## src/hw/nfcd_cfg.svh

```systemverilog
`ifndef NFCD_CFG_SVH
`define NFCD_CFG_SVH
// unlock and command addresses, word width
`define NFCD_W_UNLK1   12'h555
`define NFCD_W_UNLK2   12'h2AA
`define NFCD_W_CFI     12'h055
// unlock and command addresses, byte width
`define NFCD_B_UNLK1   12'hAAA
`define NFCD_B_UNLK2   12'h555
`define NFCD_B_CFI     12'h0AA
// id offsets
`define NFCD_W_MAKER   12'h000
`define NFCD_W_DEVID   12'h001
`define NFCD_W_PROT    12'h002
`define NFCD_B_MAKER   12'h000
`define NFCD_B_DEVID   12'h002
`define NFCD_B_PROT    12'h004
// command data values
`define NFCD_D_UNLK1   8'hAA
`define NFCD_D_UNLK2   8'h55
`define NFCD_D_RESET   8'hF0
`define NFCD_D_PROG    8'hA0
`define NFCD_D_ESETUP  8'h80
`define NFCD_D_CHIP    8'h10
`define NFCD_D_SECT    8'h30
`define NFCD_D_SUSP    8'hB0
`define NFCD_D_RESUME  8'h30
`define NFCD_D_CFI     8'h98
`define NFCD_D_AUTO    8'h90
`define NFCD_D_OTP     8'h88
`define NFCD_D_OTPX    8'h00
// bus cycles per command sequence
`define NFCD_N_SINGLE  3'h1
`define NFCD_N_PROG    3'h4
`define NFCD_N_ERASE   3'h6
`define NFCD_N_AUTOID  3'h4
`define NFCD_N_OTPX    3'h4
`define NFCD_N_OTPE    3'h3
// sector field position within the address
`define NFCD_SECT_LSB  12
// bus timing, each phase lasting one clock more than its value: setup, strobe low, hold
`define NFCD_T_SETUP   3'h2
`define NFCD_T_PULSE   3'h6
`define NFCD_T_HOLD    3'h2
`endif

```

## src/hw/nfcd_pkg.sv

```systemverilog
package nfcd_pkg;
	// operation requested of the flash
	typedef enum logic [3:0] {
		OP_READ, OP_RESET, OP_AUTOID, OP_PROG, OP_CHIPERASE, OP_SECTERASE,
		OP_SUSPEND, OP_RESUME, OP_CFI, OP_OTPENTER, OP_OTPEXIT
	} nfcd_op_t;
	// one bus cycle toward the flash
	typedef struct packed {
		logic        isRead;
		logic [21:0] addr;
		logic [15:0] data;
	} nfcd_cyc_t;
	// host-side request
	typedef struct packed {
		nfcd_op_t    op;
		logic [21:0] addr;
		logic [15:0] data;
	} nfcd_req_t;
endpackage

```

## src/hw/nfcd_seq_rom.sv

```systemverilog
`timescale 1ns/1ps
`default_nettype none
`include "nfcd_cfg.svh"
// step table: returns one bus cycle of a command sequence, registered
module nfcd_seq_rom
	import nfcd_pkg::*;
(
	// clock and reset
	input  wire logic        ref_clk,
	input  wire logic        rst_n,
	// lookup
	input  wire nfcd_op_t    op,
	input  wire logic [2:0]  step,
	input  wire logic        byteMode,
	input  wire logic [21:0] userAddr,
	input  wire logic [15:0] userData,
	// result
	output nfcd_cyc_t        cycOut,
	output logic      [2:0]  cycCount
);
	logic [11:0] aU1;        // first unlock address
	logic [11:0] aU2;        // second unlock address
	nfcd_cyc_t   cycD;       // combinational step
	logic [2:0]  cntD;       // cycles of this op

	assign aU1 = byteMode ? `NFCD_B_UNLK1 : `NFCD_W_UNLK1;
	assign aU2 = byteMode ? `NFCD_B_UNLK2 : `NFCD_W_UNLK2;

	// --------------------------------------------------------
	// step decode
	// --------------------------------------------------------
	always_comb begin
		cycD = '0;
		cntD = `NFCD_N_SINGLE;
		case (op)
			OP_READ: begin
				cycD = {1'b1, userAddr, 16'h0000};
			end
			OP_RESET, OP_SUSPEND, OP_RESUME: begin
				cycD = {1'b0, userAddr, 8'h00,
					(op == OP_RESET) ? `NFCD_D_RESET :
					(op == OP_SUSPEND) ? `NFCD_D_SUSP : `NFCD_D_RESUME};
			end
			OP_CFI: begin
				cycD = {1'b0, 10'h000, byteMode ? `NFCD_B_CFI : `NFCD_W_CFI,
					8'h00, `NFCD_D_CFI};
			end
			default: begin
				case (op)
					OP_PROG: cntD = `NFCD_N_PROG;
					OP_CHIPERASE, OP_SECTERASE: cntD = `NFCD_N_ERASE;
					OP_OTPEXIT: cntD = `NFCD_N_OTPX;
					OP_AUTOID: cntD = `NFCD_N_AUTOID;
					default: cntD = `NFCD_N_OTPE;
				endcase
				case (step)
					3'h0: cycD = {1'b0, 10'h000, aU1, 8'h00, `NFCD_D_UNLK1};
					3'h1: cycD = {1'b0, 10'h000, aU2, 8'h00, `NFCD_D_UNLK2};
					3'h2: begin
						cycD = {1'b0, 10'h000, aU1, 8'h00, `NFCD_D_AUTO};
						if (op == OP_PROG) cycD.data = {8'h00, `NFCD_D_PROG};
						if (op == OP_CHIPERASE || op == OP_SECTERASE)
							cycD.data = {8'h00, `NFCD_D_ESETUP};
						if (op == OP_OTPENTER) cycD.data = {8'h00, `NFCD_D_OTP};
					end
					3'h3: begin
						if (op == OP_PROG) cycD = {1'b0, userAddr, userData};
						else if (op == OP_OTPEXIT)
							cycD = {1'b0, userAddr, 8'h00, `NFCD_D_OTPX};
						else if (op == OP_AUTOID) cycD = {1'b1, userAddr, 16'h0000};
						else cycD = {1'b0, 10'h000, aU1, 8'h00, `NFCD_D_UNLK1};
					end
					3'h4: cycD = {1'b0, 10'h000, aU2, 8'h00, `NFCD_D_UNLK2};
					default: begin
						if (op == OP_SECTERASE)
							cycD = {1'b0, userAddr, 8'h00, `NFCD_D_SECT};
						else cycD = {1'b0, 10'h000, aU1, 8'h00, `NFCD_D_CHIP};
					end
				endcase
			end
		endcase
	end

	// --------------------------------------------------------
	// registered output
	// --------------------------------------------------------
	always_ff @(posedge ref_clk) begin
		if (!rst_n) begin
			cycOut   <= '0;
			cycCount <= `NFCD_N_SINGLE;
		end else begin
			cycOut   <= cycD;
			cycCount <= cntD;
		end
	end
endmodule // nfcd_seq_rom
`default_nettype wire

```

## src/hw/nfcd_host.sv

```systemverilog
`timescale 1ns/1ps
`default_nettype none
`include "nfcd_cfg.svh"
// Contract
// - all steps write except read steps
// - F0 anywhere resets to read
// - unlock AA/55 at width-mapped addresses
// - program is four writes, data last
// - chip erase is six writes
// - sector erase sixth write 30 at sector
// - B0 anywhere suspends sector erase
// - 30 anywhere resumes sector erase
// - 98 at 55/AA enters cfi query
// - otp entry is three writes 88
// - otp exit unlock, 90, then 00
// - write is cs and we low, oe high
// - id mode held until reset written
module nfcd_host
	import nfcd_pkg::*;
#(
	parameter int ADDR_W = 22   // flash address width
)
(
	// clock and reset
	input  wire logic        ref_clk,
	input  wire logic        rst_n,
	// user request
	input  wire logic        reqValid,
	input  wire nfcd_req_t   req,
	input  wire logic        byteMode,
	output logic             reqReady,
	// user answer
	output logic             rspValid,
	output logic [15:0]      rspData,
	output logic             eraseRunning,
	output logic             idMode,
	// flash pins
	output logic [21:0]      flashAddr,
	output logic [15:0]      flashDqOut,
	output logic             flashDqOe,
	input  wire logic [15:0] flashDqIn,
	output logic             flashCsN,
	output logic             flashWeN,
	output logic             flashOeN,
	output logic             flashByteN
);
	// ------------------------------------------------------------
	// state
	// ------------------------------------------------------------
	typedef enum logic [2:0] {S_IDLE, S_LOOK, S_SETUP, S_PULSE, S_HOLD} nfcd_st_t;
	nfcd_st_t    st_q;           // sequencer state
	nfcd_req_t   req_q;          // captured request
	logic        byte_q;         // width latched with request
	logic [2:0]  step_q;         // cycle index in sequence
	logic [2:0]  tmr_q;          // phase timer
	nfcd_cyc_t   cyc;            // current cycle from table
	logic [2:0]  cycCount;       // cycles in current op
	logic [15:0] dqS1_q;         // synchroniser stage one
	logic [15:0] dqS2_q;         // synchroniser stage two
	logic        suspended_q;    // erase is suspended
	logic        okToIssue;      // command allowed now

	nfcd_seq_rom u_rom (
		.ref_clk  (ref_clk),
		.rst_n    (rst_n),
		.op       (req_q.op),
		.step     (step_q),
		.byteMode (byte_q),
		.userAddr (req_q.addr),
		.userData (req_q.data),
		.cycOut   (cyc),
		.cycCount (cycCount)
	);

	// ------------------------------------------------------------
	// data input synchroniser
	// ------------------------------------------------------------
	// the pins are asynchronous; two flops before the answer reads them
	always_ff @(posedge ref_clk) begin
		if (!rst_n) begin
			dqS1_q <= '0;
			dqS2_q <= '0;
		end else begin
			dqS1_q <= flashDqIn;
			dqS2_q <= dqS1_q;
		end
	end

	// hold off all but suspend while erasing
	// id mode blocks all but reset and autoid until reset issued
	always_comb begin
		okToIssue = 1'b1;
		if (eraseRunning && !suspended_q)
			okToIssue = (req.op == OP_SUSPEND);
		else if (idMode)
			okToIssue = (req.op == OP_RESET) || (req.op == OP_AUTOID);
	end

	// ------------------------------------------------------------
	// sequencer
	// ------------------------------------------------------------
	// every cycle has setup, strobe-low and hold phases so that the
	// address is stable before the fall and data before the rise
	always_ff @(posedge ref_clk) begin
		if (!rst_n) begin
			st_q   <= S_IDLE;
			req_q  <= '0;
			byte_q <= 1'b0;
			step_q <= 3'h0;
			tmr_q  <= 3'h0;
		end else begin
			case (st_q)
				S_IDLE: begin
					if (reqValid && reqReady && okToIssue) begin
						req_q  <= req;
						byte_q <= byteMode;
						step_q <= 3'h0;
						st_q   <= S_LOOK;
					end
				end
				S_LOOK: begin
					// table output is registered; one cycle to settle
					tmr_q <= `NFCD_T_SETUP;
					st_q  <= S_SETUP;
				end
				S_SETUP: begin
					if (tmr_q == 3'h0) begin
						tmr_q <= `NFCD_T_PULSE;
						st_q  <= S_PULSE;
					end else begin
						tmr_q <= tmr_q - 3'h1;
					end
				end
				S_PULSE: begin
					if (tmr_q == 3'h0) begin
						tmr_q <= `NFCD_T_HOLD;
						st_q  <= S_HOLD;
					end else begin
						tmr_q <= tmr_q - 3'h1;
					end
				end
				S_HOLD: begin
					if (tmr_q != 3'h0) begin
						tmr_q <= tmr_q - 3'h1;
					end else if (step_q + 3'h1 < cycCount) begin
						step_q <= step_q + 3'h1;
						st_q   <= S_LOOK;
					end else begin
						st_q <= S_IDLE;
					end
				end
				default: st_q <= S_IDLE;
			endcase
		end
	end

	// ------------------------------------------------------------
	// pin drive
	// ------------------------------------------------------------
	always_ff @(posedge ref_clk) begin
		if (!rst_n) begin
			flashAddr  <= '0;
			flashDqOut <= '0;
			flashDqOe  <= 1'b0;
			flashCsN   <= 1'b1;
			flashWeN   <= 1'b1;
			flashOeN   <= 1'b1;
			flashByteN <= 1'b1;
		end else begin
			flashByteN <= ~byte_q;
			if (st_q == S_SETUP || st_q == S_PULSE || st_q == S_HOLD) begin
				// high unlock bits held at zero
				// sector bits pass from user address
				flashAddr  <= cyc.addr[ADDR_W-1:0];
				flashDqOut <= cyc.data;
				// drive data only on write steps
				flashDqOe  <= ~cyc.isRead;
			end else begin
				flashDqOe  <= 1'b0;
			end
			// cs and we low, oe high on writes; cs and oe low, we high on reads
			// strobes bracket stable address and data
			flashCsN <= ~(st_q == S_PULSE);
			flashWeN <= ~(st_q == S_PULSE && !cyc.isRead);
			flashOeN <= ~(st_q == S_PULSE && cyc.isRead);
		end
	end

	// ------------------------------------------------------------
	// answer and mode tracking
	// ------------------------------------------------------------
	always_ff @(posedge ref_clk) begin
		if (!rst_n) begin
			reqReady     <= 1'b0;
			rspValid     <= 1'b0;
			rspData      <= '0;
			eraseRunning <= 1'b0;
			suspended_q  <= 1'b0;
			idMode       <= 1'b0;
		end else begin
			reqReady <= (st_q == S_IDLE) && !(reqValid && reqReady);
			rspValid <= 1'b0;
			// read data sampled after pulse, via synchroniser
			if (st_q == S_HOLD && tmr_q == 3'h0 && cyc.isRead) begin
				rspValid <= 1'b1;
				rspData  <= dqS2_q;
			end
			if (st_q == S_HOLD && tmr_q == 3'h0 && step_q + 3'h1 >= cycCount) begin
				case (req_q.op)
					OP_SUSPEND: suspended_q <= eraseRunning;
					OP_RESUME: suspended_q <= 1'b0;
					OP_SECTERASE: eraseRunning <= 1'b1;
					OP_AUTOID: idMode <= 1'b1;
					OP_RESET: begin
						idMode       <= 1'b0;
						eraseRunning <= 1'b0;
						suspended_q  <= 1'b0;
					end
					default: ;
				endcase
			end
		end
	end

	// ------------------------------------------------------------
	// checks
	// ------------------------------------------------------------
	a_write_strobes: assert property (@(posedge ref_clk) disable iff (!rst_n)
		!flashWeN |-> (!flashCsN && flashOeN))
		else $error("write strobe without cs or with oe");
	a_addr_stable: assert property (@(posedge ref_clk) disable iff (!rst_n)
		$fell(flashCsN) |-> $stable(flashAddr))
		else $error("address moved at strobe fall");
	a_data_stable: assert property (@(posedge ref_clk) disable iff (!rst_n)
		$rose(flashWeN) |-> $stable(flashDqOut) && flashDqOe)
		else $error("data moved at strobe rise");
	a_erase_block: assert property (@(posedge ref_clk) disable iff (!rst_n)
		(st_q == S_IDLE && eraseRunning && !suspended_q && reqValid && reqReady
			&& req.op != OP_SUSPEND) |=> st_q == S_IDLE)
		else $error("command issued during erase");
	a_unlock_first: assert property (@(posedge ref_clk) disable iff (!rst_n)
		(st_q == S_PULSE && step_q == 3'h0 && cycCount > 3'h1)
			|-> flashDqOut[7:0] == `NFCD_D_UNLK1)
		else $error("first unlock data wrong");
	a_unlock_second: assert property (@(posedge ref_clk) disable iff (!rst_n)
		(st_q == S_PULSE && step_q == 3'h1) |-> flashDqOut[7:0] == `NFCD_D_UNLK2)
		else $error("second unlock data wrong");
	a_prog_data: assert property (@(posedge ref_clk) disable iff (!rst_n)
		(st_q == S_PULSE && step_q == 3'h3 && req_q.op == OP_PROG)
			|-> flashDqOut == req_q.data)
		else $error("program data wrong");
	a_id_held: assert property (@(posedge ref_clk) disable iff (!rst_n)
		(idMode && !(st_q == S_HOLD && req_q.op == OP_RESET)) |=> idMode)
		else $error("id mode left without reset");

	// ------------------------------------------------------------
	// strobe shape and command word checks
	// ------------------------------------------------------------
	// all three strobes low reads as a read on the flash side, so the
	// host must never drive the data lines while the output strobe is low
	a_read_no_drive: assert property (@(posedge ref_clk) disable iff (!rst_n)
		!flashOeN |-> (!flashDqOe && flashWeN && !flashCsN))
		else $error("data driven during a read strobe");
	// the strobe stays low the full pulse, then rises once
	a_cs_width: assert property (@(posedge ref_clk) disable iff (!rst_n)
		$fell(flashCsN) |-> (!flashCsN) [*7] ##1 flashCsN)
		else $error("chip select pulse has the wrong length");
	// nothing on the bus moves while the strobe is low
	a_bus_hold: assert property (@(posedge ref_clk) disable iff (!rst_n)
		!flashCsN |-> ($stable(flashAddr) && $stable(flashDqOut)))
		else $error("bus moved while strobe low");
	a_cfi_entry: assert property (@(posedge ref_clk) disable iff (!rst_n)
		(st_q == S_PULSE && req_q.op == OP_CFI) |-> (flashDqOut[7:0] == `NFCD_D_CFI
			&& flashAddr[11:0] == (flashByteN ? `NFCD_W_CFI : `NFCD_B_CFI)))
		else $error("query entry write wrong");
	a_reset_cmd: assert property (@(posedge ref_clk) disable iff (!rst_n)
		(st_q == S_PULSE && req_q.op == OP_RESET) |-> flashDqOut[7:0] == `NFCD_D_RESET)
		else $error("reset command data wrong");
	a_suspend_cmd: assert property (@(posedge ref_clk) disable iff (!rst_n)
		(st_q == S_PULSE && req_q.op == OP_SUSPEND) |-> flashDqOut[7:0] == `NFCD_D_SUSP)
		else $error("suspend command data wrong");
	a_resume_cmd: assert property (@(posedge ref_clk) disable iff (!rst_n)
		(st_q == S_PULSE && req_q.op == OP_RESUME) |-> flashDqOut[7:0] == `NFCD_D_RESUME)
		else $error("resume command data wrong");
	a_prog_setup: assert property (@(posedge ref_clk) disable iff (!rst_n)
		(st_q == S_PULSE && step_q == 3'h2 && req_q.op == OP_PROG)
			|-> flashDqOut[7:0] == `NFCD_D_PROG)
		else $error("program setup data wrong");
	a_otp_entry: assert property (@(posedge ref_clk) disable iff (!rst_n)
		(st_q == S_PULSE && step_q == 3'h2 && req_q.op == OP_OTPENTER)
			|-> flashDqOut[7:0] == `NFCD_D_OTP)
		else $error("otp entry data wrong");
	a_otp_exit: assert property (@(posedge ref_clk) disable iff (!rst_n)
		(st_q == S_PULSE && step_q == 3'h3 && req_q.op == OP_OTPEXIT)
			|-> flashDqOut[7:0] == `NFCD_D_OTPX)
		else $error("otp exit data wrong");
	a_chip_last: assert property (@(posedge ref_clk) disable iff (!rst_n)
		(st_q == S_PULSE && step_q == 3'h5 && req_q.op == OP_CHIPERASE)
			|-> (flashDqOut[7:0] == `NFCD_D_CHIP
			&& flashAddr[11:0] == (flashByteN ? `NFCD_W_UNLK1 : `NFCD_B_UNLK1)))
		else $error("chip erase final write wrong");
	a_sect_last: assert property (@(posedge ref_clk) disable iff (!rst_n)
		(st_q == S_PULSE && step_q == 3'h5 && req_q.op == OP_SECTERASE)
			|-> (flashDqOut[7:0] == `NFCD_D_SECT && flashAddr == req_q.addr))
		else $error("sector erase final write wrong");
endmodule // nfcd_host
`default_nettype wire

```

## config.mk

```make
export PLATFORM = sky130hd
export DESIGN_NAME = nfcd_host
export DESIGN_NICKNAME = d
export VERILOG_FILES = /design/src/hw/nfcd_pkg.sv /design/src/hw/nfcd_seq_rom.sv /design/src/hw/nfcd_host.sv
export VERILOG_INCLUDE_DIRS = /design/src /design/src/hw
export SDC_FILE = /design/constraint.sdc
export NUM_CORES = 1
export LEC_CHECK = 0
export BUFFER_PORTS_ARGS = -buffer_cell sky130_fd_sc_hd__clkbuf_2
export CORE_AREA = 8 8 130 132
export DETAILED_ROUTE_END_ITERATION = 6
export DIE_AREA = 0 0 138 140
export PLACE_DENSITY_LB_ADDON = 0.1
export REMOVE_ABC_BUFFERS = 1
export SYNTH_ARGS = -nofsm -noshare
export SYNTH_HDL_FRONTEND = slang
export SYNTH_SLANG_ARGS = --single-unit
```

## constraint.sdc

```tcl
create_clock -name ref_clk -period 1.9 [get_ports ref_clk]
set_input_delay 0.095 -clock ref_clk [delete_from_list [all_inputs] [get_ports ref_clk]]
set_output_delay 0.095 -clock ref_clk [all_outputs]
set_load 0.02 [all_outputs]
```

# Yosys cells after proc, flatten, opt, wreduce, memory -nomap -nowiden
# Cells that the tools add are included.
totals:
  regBits: 190
  in_bits: 62
  output_inout_bits: 63
classes:
  add_sub_neg: 2
  n_lt_le_gt_ge: 2
  n_eq_ne: 27
  muxes: 35
  n_bitwise: 6
  n_reduce_logical: 40
op_table:
  columns: ["op", "n"]
  rows:
  - ["$pmux W39 S4", 1]
  - ["$mux W39", 3]
  - ["$pmux W39 S3", 1]
  - ["$mux W38", 1]
  - ["$mux W3", 10]
  - ["$mux W8", 3]
  - ["$eq A4 B3 Y1 const B", 5]
  - ["$mux W6", 3]
  - ["$pmux W3 S5", 1]
  - ["$eq A3 B2 Y1 const B", 4]
  - ["$eq A4 B2 Y1 const B", 3]
  - ["$eq A4 B4 Y1 const B", 3]
  - ["$mux W12", 1]
  - ["$ne A2 B2 Y1 const B", 6]
  - ["$pmux W3 S2", 2]
  - ["$pmux W3 S4", 1]
  - ["$reduce_and A2 Y1", 6]
  - ["$mux W11", 1]
  - ["$logic_and A1 B1 Y1", 9]
  - ["$logic_not A3 Y1", 3]
  - ["$eq A4 B1 Y1 const B", 2]
  - ["$reduce_and A4 Y1", 2]
  - ["$reduce_bool A2 Y1", 4]
  - ["$eq A3 B1 Y1 const B", 2]
  - ["16 further kinds", 35]

# Longest topological paths before layout
logic_depth:
  depth_word: 7
  ltp_mapped: 9
  mapped_depth_nobuf: 8

# Cells and area by module
# From an unflattened synthesis, not the netlist that was laid out.
hier_totals:
  cells_unflattened: 875
  hier_area_um2: 8135.3
by_module_without_submodules:
  columns: ["module", "n_inst", "cells_each", "area_each_um2", "seq_area_each_um2"]
  rows:
  - ["nfcd_host", 1, 630, 5929.4, 2962.8]
  - ["nfcd_seq_rom", 1, 245, 2205.9, 840.8]

# Worst setup path after synthesis
# OpenSTA, ideal clock, no wires.
synth_path:
  path_type: "flip-flop to flip-flop"
  start: "reg step_q[0]"
  end: "reg u_rom.cycOut[17] (netlist name)"
  setup_ns: 0.116
  arrival_ns: 1.887
  required_ns: 1.784
  path_slack_ns: -0.103
  stages_incl_launch_ff: 9
  cell_sequence: "dfxtp_1 inv_1 ha_1 buf_2 mux2i_1 nor2b_1 a31oi_1 or3_1 a41o_1"
synth_via:
  elab_chain_len: 4
  elab_cells_between_ends: 8
  cone_classes: "eq/ne: 4; mux: 2; reduce/logical: 2"
synth_rtl:
  columns: ["item", "line_no", "rtl"]
  rows:
  - ["from (decl)", "nfcd_host.sv:54", "logic [2:0] step_q;"]
  - ["from (signal assigned)", "nfcd_host.sv:146", "step_q <= step_q + 3'h1;"]
  - ["$eq A3 B1 Y1 or $eq A3 B3 Y1 (tied branches)", "nfcd_seq_rom.sv:56", "case (step)"]
  - ["$reduce_or A2 Y1 (no line)", null, null]
  - ["$pmux W39 S4 (*)", "nfcd_seq_rom.sv:56", null]
  - ["$pmux W39 S3 (*)", "nfcd_seq_rom.sv:35", "case (op)"]
  - ["to (signal assigned)", "nfcd_seq_rom.sv:92", "cycOut <= cycD;"]
  - ["to (decl)", "nfcd_seq_rom.sv:18", "output nfcd_cyc_t cycOut,"]
# Mark *: on every way between the ends. The rest lies on a longest branch, timed or not.
# A chain may end at the register's enable or synchronous reset.

# Final worst setup path
layout_path:
  start: "reg step_q[0]"
  end: "reg u_rom.cycOut[19] (netlist name)"
# The elaborated chain is that of the path after synthesis.

==> run_results.csv <==
group,metric,value,unit
status,status,"finished, final reports clean",
floorplanning,start_util,48.5,%
power,p_leak,0.00429,µW
critical_path,critPathLaunchType,"register",
worst_hold_path,hold_class,"input pin to register",
cells_and_area,nets,1081,
global_route,track_usage,18.8,%
cells_and_area,drive_gt1_share,25.6,%
critical_path,worstSetupPathType,"register to register",
global_route,grt_overflow_total,0,
routing,drc,0,
routing,drt_iter0_markers,317,
global_route,grt_start_max_net_pins,99,
timing,fin_crit_sh,96.6,%
routing,drt_first_pass_iters,5,
timing,setup_viol,0,
floorplanning,die_h,140,µm
yosys,synthCells,799,
yosys,ys_async_sr_fraction,0,%
yosys,yosysSeqAreaShare,52.7,%
clock_tree,htreeDepth,4,
job,maxCapViolations,0,
critical_path,required,2.23,ns
clock_tree,clock_path_buffers,2,
yosys,syn_area,7210,µm²
yosys,syn_area_per_cell,9.03,µm²
timing,fmax,545,MHz
timing,period_needed,1.84,ns
clock_tree,clkSinkCount,190,
critical_path,arrival,2.16,ns
critical_path,reg2reg_slack,0.06,ns
critical_path,timing.rr.start,"step_q[0]",
worst_hold_path,hold-path-cell-count,2,
power,vdd_ir_drop_max,0.000752,V
routing,viasPerCell,5.13,
placed_design,gp_congestion,0.874,
critical_path,endpoint,"u_rom.cycOut[19]",
yosys,synth_ff_type,"dfxtp_1",
yosys,yosysMostFrequentCell,"dfxtp_1",
floorplanning,dieArea,19300,µm²
placed_design,place_inst,1117,
routing,drt_wl_total,18.4,mm
yosys,synth_edf_count,0,
yosys,synth_top_cell_area_share,52.7,%
yosys,yosys_warnings,0,
critical_path,startpoint,"step_q[0]",
routing,num_vias,6201,
power,p_per_area,1090,nW/µm²
critical_path,critical_path.endpoint_type,"register",
timing,rsz0062_at_grt,"true",
timing,final_hold_viol_count,0,
routing,drtAntennaViolNets,0,
placed_design,port_buffers,124,
floorplanning,die_x,138,µm
timing,whs,0.149,ns
timing,tightest_slew,0.591,ns
yosys,yosysTopAreaCell,"dfxtp_1",
clock_tree,cts-buffers-inserted,17,
yosys,ys_seq_elements,190,
cells_and_area,diodes,0,
floorplanning,rows,45,
placed_design,dp_hpwl,12.6,mm
routing,wire_per_inst,15.2,µm
clock_tree,clock-root-buffer,"clkbuf_16",
floorplanning,ios,125,
clock_tree,clk_pin_slew,0.07,ns
timing,relSlewSlack,60.2,%
critical_path,r2r_end,"u_rom.cycOut[19]",
global_route,antenna_found_initial,0,
global_route,grt_pass1_wl,30.3,mm
clock_tree,cts_tree,"done",
clock_tree,clk_latency,0.43,ns
cells_and_area,area_growth,35.7,%
yosys,yosys-top-cells-count,"dfxtp_1 (190), nand2_1 (147), a21oi_1 (76), nor2_1 (63), mux2i_1 (48)",
floorplanning,core_area,14900,µm²
critical_path,rr_worst_depth,7,
timing,skew,0.0110,ns
global_route,first_global_vias,6144,
timing,maxSlewViolCount,0,
yosys,synthTopCellsByArea,"dfxtp_1 (53%), nand2_1 (7.7%), mux2i_1 (6.7%)",
critical_path,cp_max_fo,9,
yosys,synthDistinctLibCells,64,
cells_and_area,stdcell_count,1209,
-- cell type report --
| type | count | area (µm²) |
|---|---|---|
| timing repair buffer | 245 | 1760 |
| fill | 1224 | 5080 |
| clock inverter | 14 | 208 |
| multi-input combinational | 535 | 3270 |
| tap | 188 | 235 |
| sequential | 190 | 3810 |
| inverter | 20 | 76.3 |
| clock buffer | 17 | 425 |
-- sequential cells by signal, indices dropped and copies added (netlist names) --
name,flops
flashAddr,22
flashWeN,1
dqS1_q,16
rspValid,1
flashDqOe,1
dqS2_q,16
u_rom.cycOut,39
flashDqOut,16
eraseRunning,1
idMode,1
rspData,16
flashByteN,1
byte_q,1
step_q,3
suspended_q,1
reqReady,1
req_q,42
flashCsN,1
u_rom.cycCount,3
tmr_q,3
st_q,3
flashOeN,1
-- cell usage in the layout (no fill, tap or decap), types with 4 or more instances in the layout --
cell             n
nand3_1         11
a41o_1           6
buf_12           6
buf_4           54
inv_6            4
nor2_1          61
bufinv_16        4
dlygate4sd3_1   60
and3_1          10
a21boi_0         4
nor2b_1          5
o21ai_0         21
nand2b_1         7
mux2i_1         47
and2_1          44
a21oi_1         75
dfxtp_1        188
o21a_1           4
clkbuf_16       17
a31oi_1         10
clkbuf_2       124
ha_4             5
nand2_1        146
inv_1           16
ha_1             4
-- power by group --
part,internal [µW],switching (µW)
sequential,4330,215
combinational,1030,1300
clock,2230,1560
total,7580,3070
-- how the worst min path moves through the flow --
stage | startpoint | slack [ns] | end
floorplan | rst_n | 0.16 | flashByteN
global placement | flashDqIn[0] | 0.30 | dqS1_q[0]
detailed placement | flashDqIn[11] | 0.31 | dqS1_q[11]
CTS | rst_n | 0.14 | flashByteN
global route | rst_n | 0.17 | flashByteN
finish | rst_n | 0.15 | flashByteN
-- per-stage QoR --
| step | cell area, µm² | setup WS [ns] | total power (µW) | TNS (ns) | util, % |
|---|---|---|---|---|---|
| 6_report | 9780 | 0.0646 | 10700 | 0 | 65.8 |
| 5_1_grt | 9780 | -0.0256 | 11200 | -0.104 | 65.8 |
| 4_1_cts | 9680 | 0.00738 | 10700 | 0 | 65.1 |
| 3_5_place_dp | 8370 | -0.172 | 6810 | -1.16 | 56.3 |
| 3_3_place_gp | 8370 | -0.0837 | 6750 | -0.290 | 56.3 |
| 2_1_floorplan | 6980 | -1.33 | 5890 | -67.90 | - |
-- per-layer routing --
metal  share of wire [%]  vias to the layer above  routed length [µm]  GRT usage (%)
li1                    -                     3111                   -              -
met1                  45                     2918                8280           23.6
met2                  49                      147                8970           31.3
met3                 4.5                       25                 823           4.63
met4                 1.5                        0                 282           6.06
met5                   0                        -                   0              0
-- cells by family (layout without fill, tap and decap cells) --
family / after synthesis / count (layout) / share of synthesized area (%)
AOI/OAI and AO/OA: 155 / 155 / 13.3
xor gates and xnor gates: 3 / 3 / 0.364
adders and majority gates: 10 / 10 / 1.73
buffers and inverters: 74 / 296 / 4.32
DFF: 190 / 190 / 52.7
muxes: 49 / 49 / 6.82
and+or+nand+nor: 318 / 318 / 20.7
-- timing repair --
item,in CTS,in global routing
pin swaps,5,4
gates resized for setup,15,19
setup endpoints to repair,14,28
cloned,0,0
hold buffers,60,0
setup buffers,1,0
hold endpoints to repair,60,0
-- worst max-delay path, cell delays in order (launching register included) --
cell and delay, ns:
dfxtp_2 0.34, ha_1 0.23, ha_4 0.18, buf_6 0.14
nand3_1 0.13, nand2_2 0.09, or3_4 0.38, a41o_1 0.24
No activity file was read; power rests on OpenSTA's default activity.
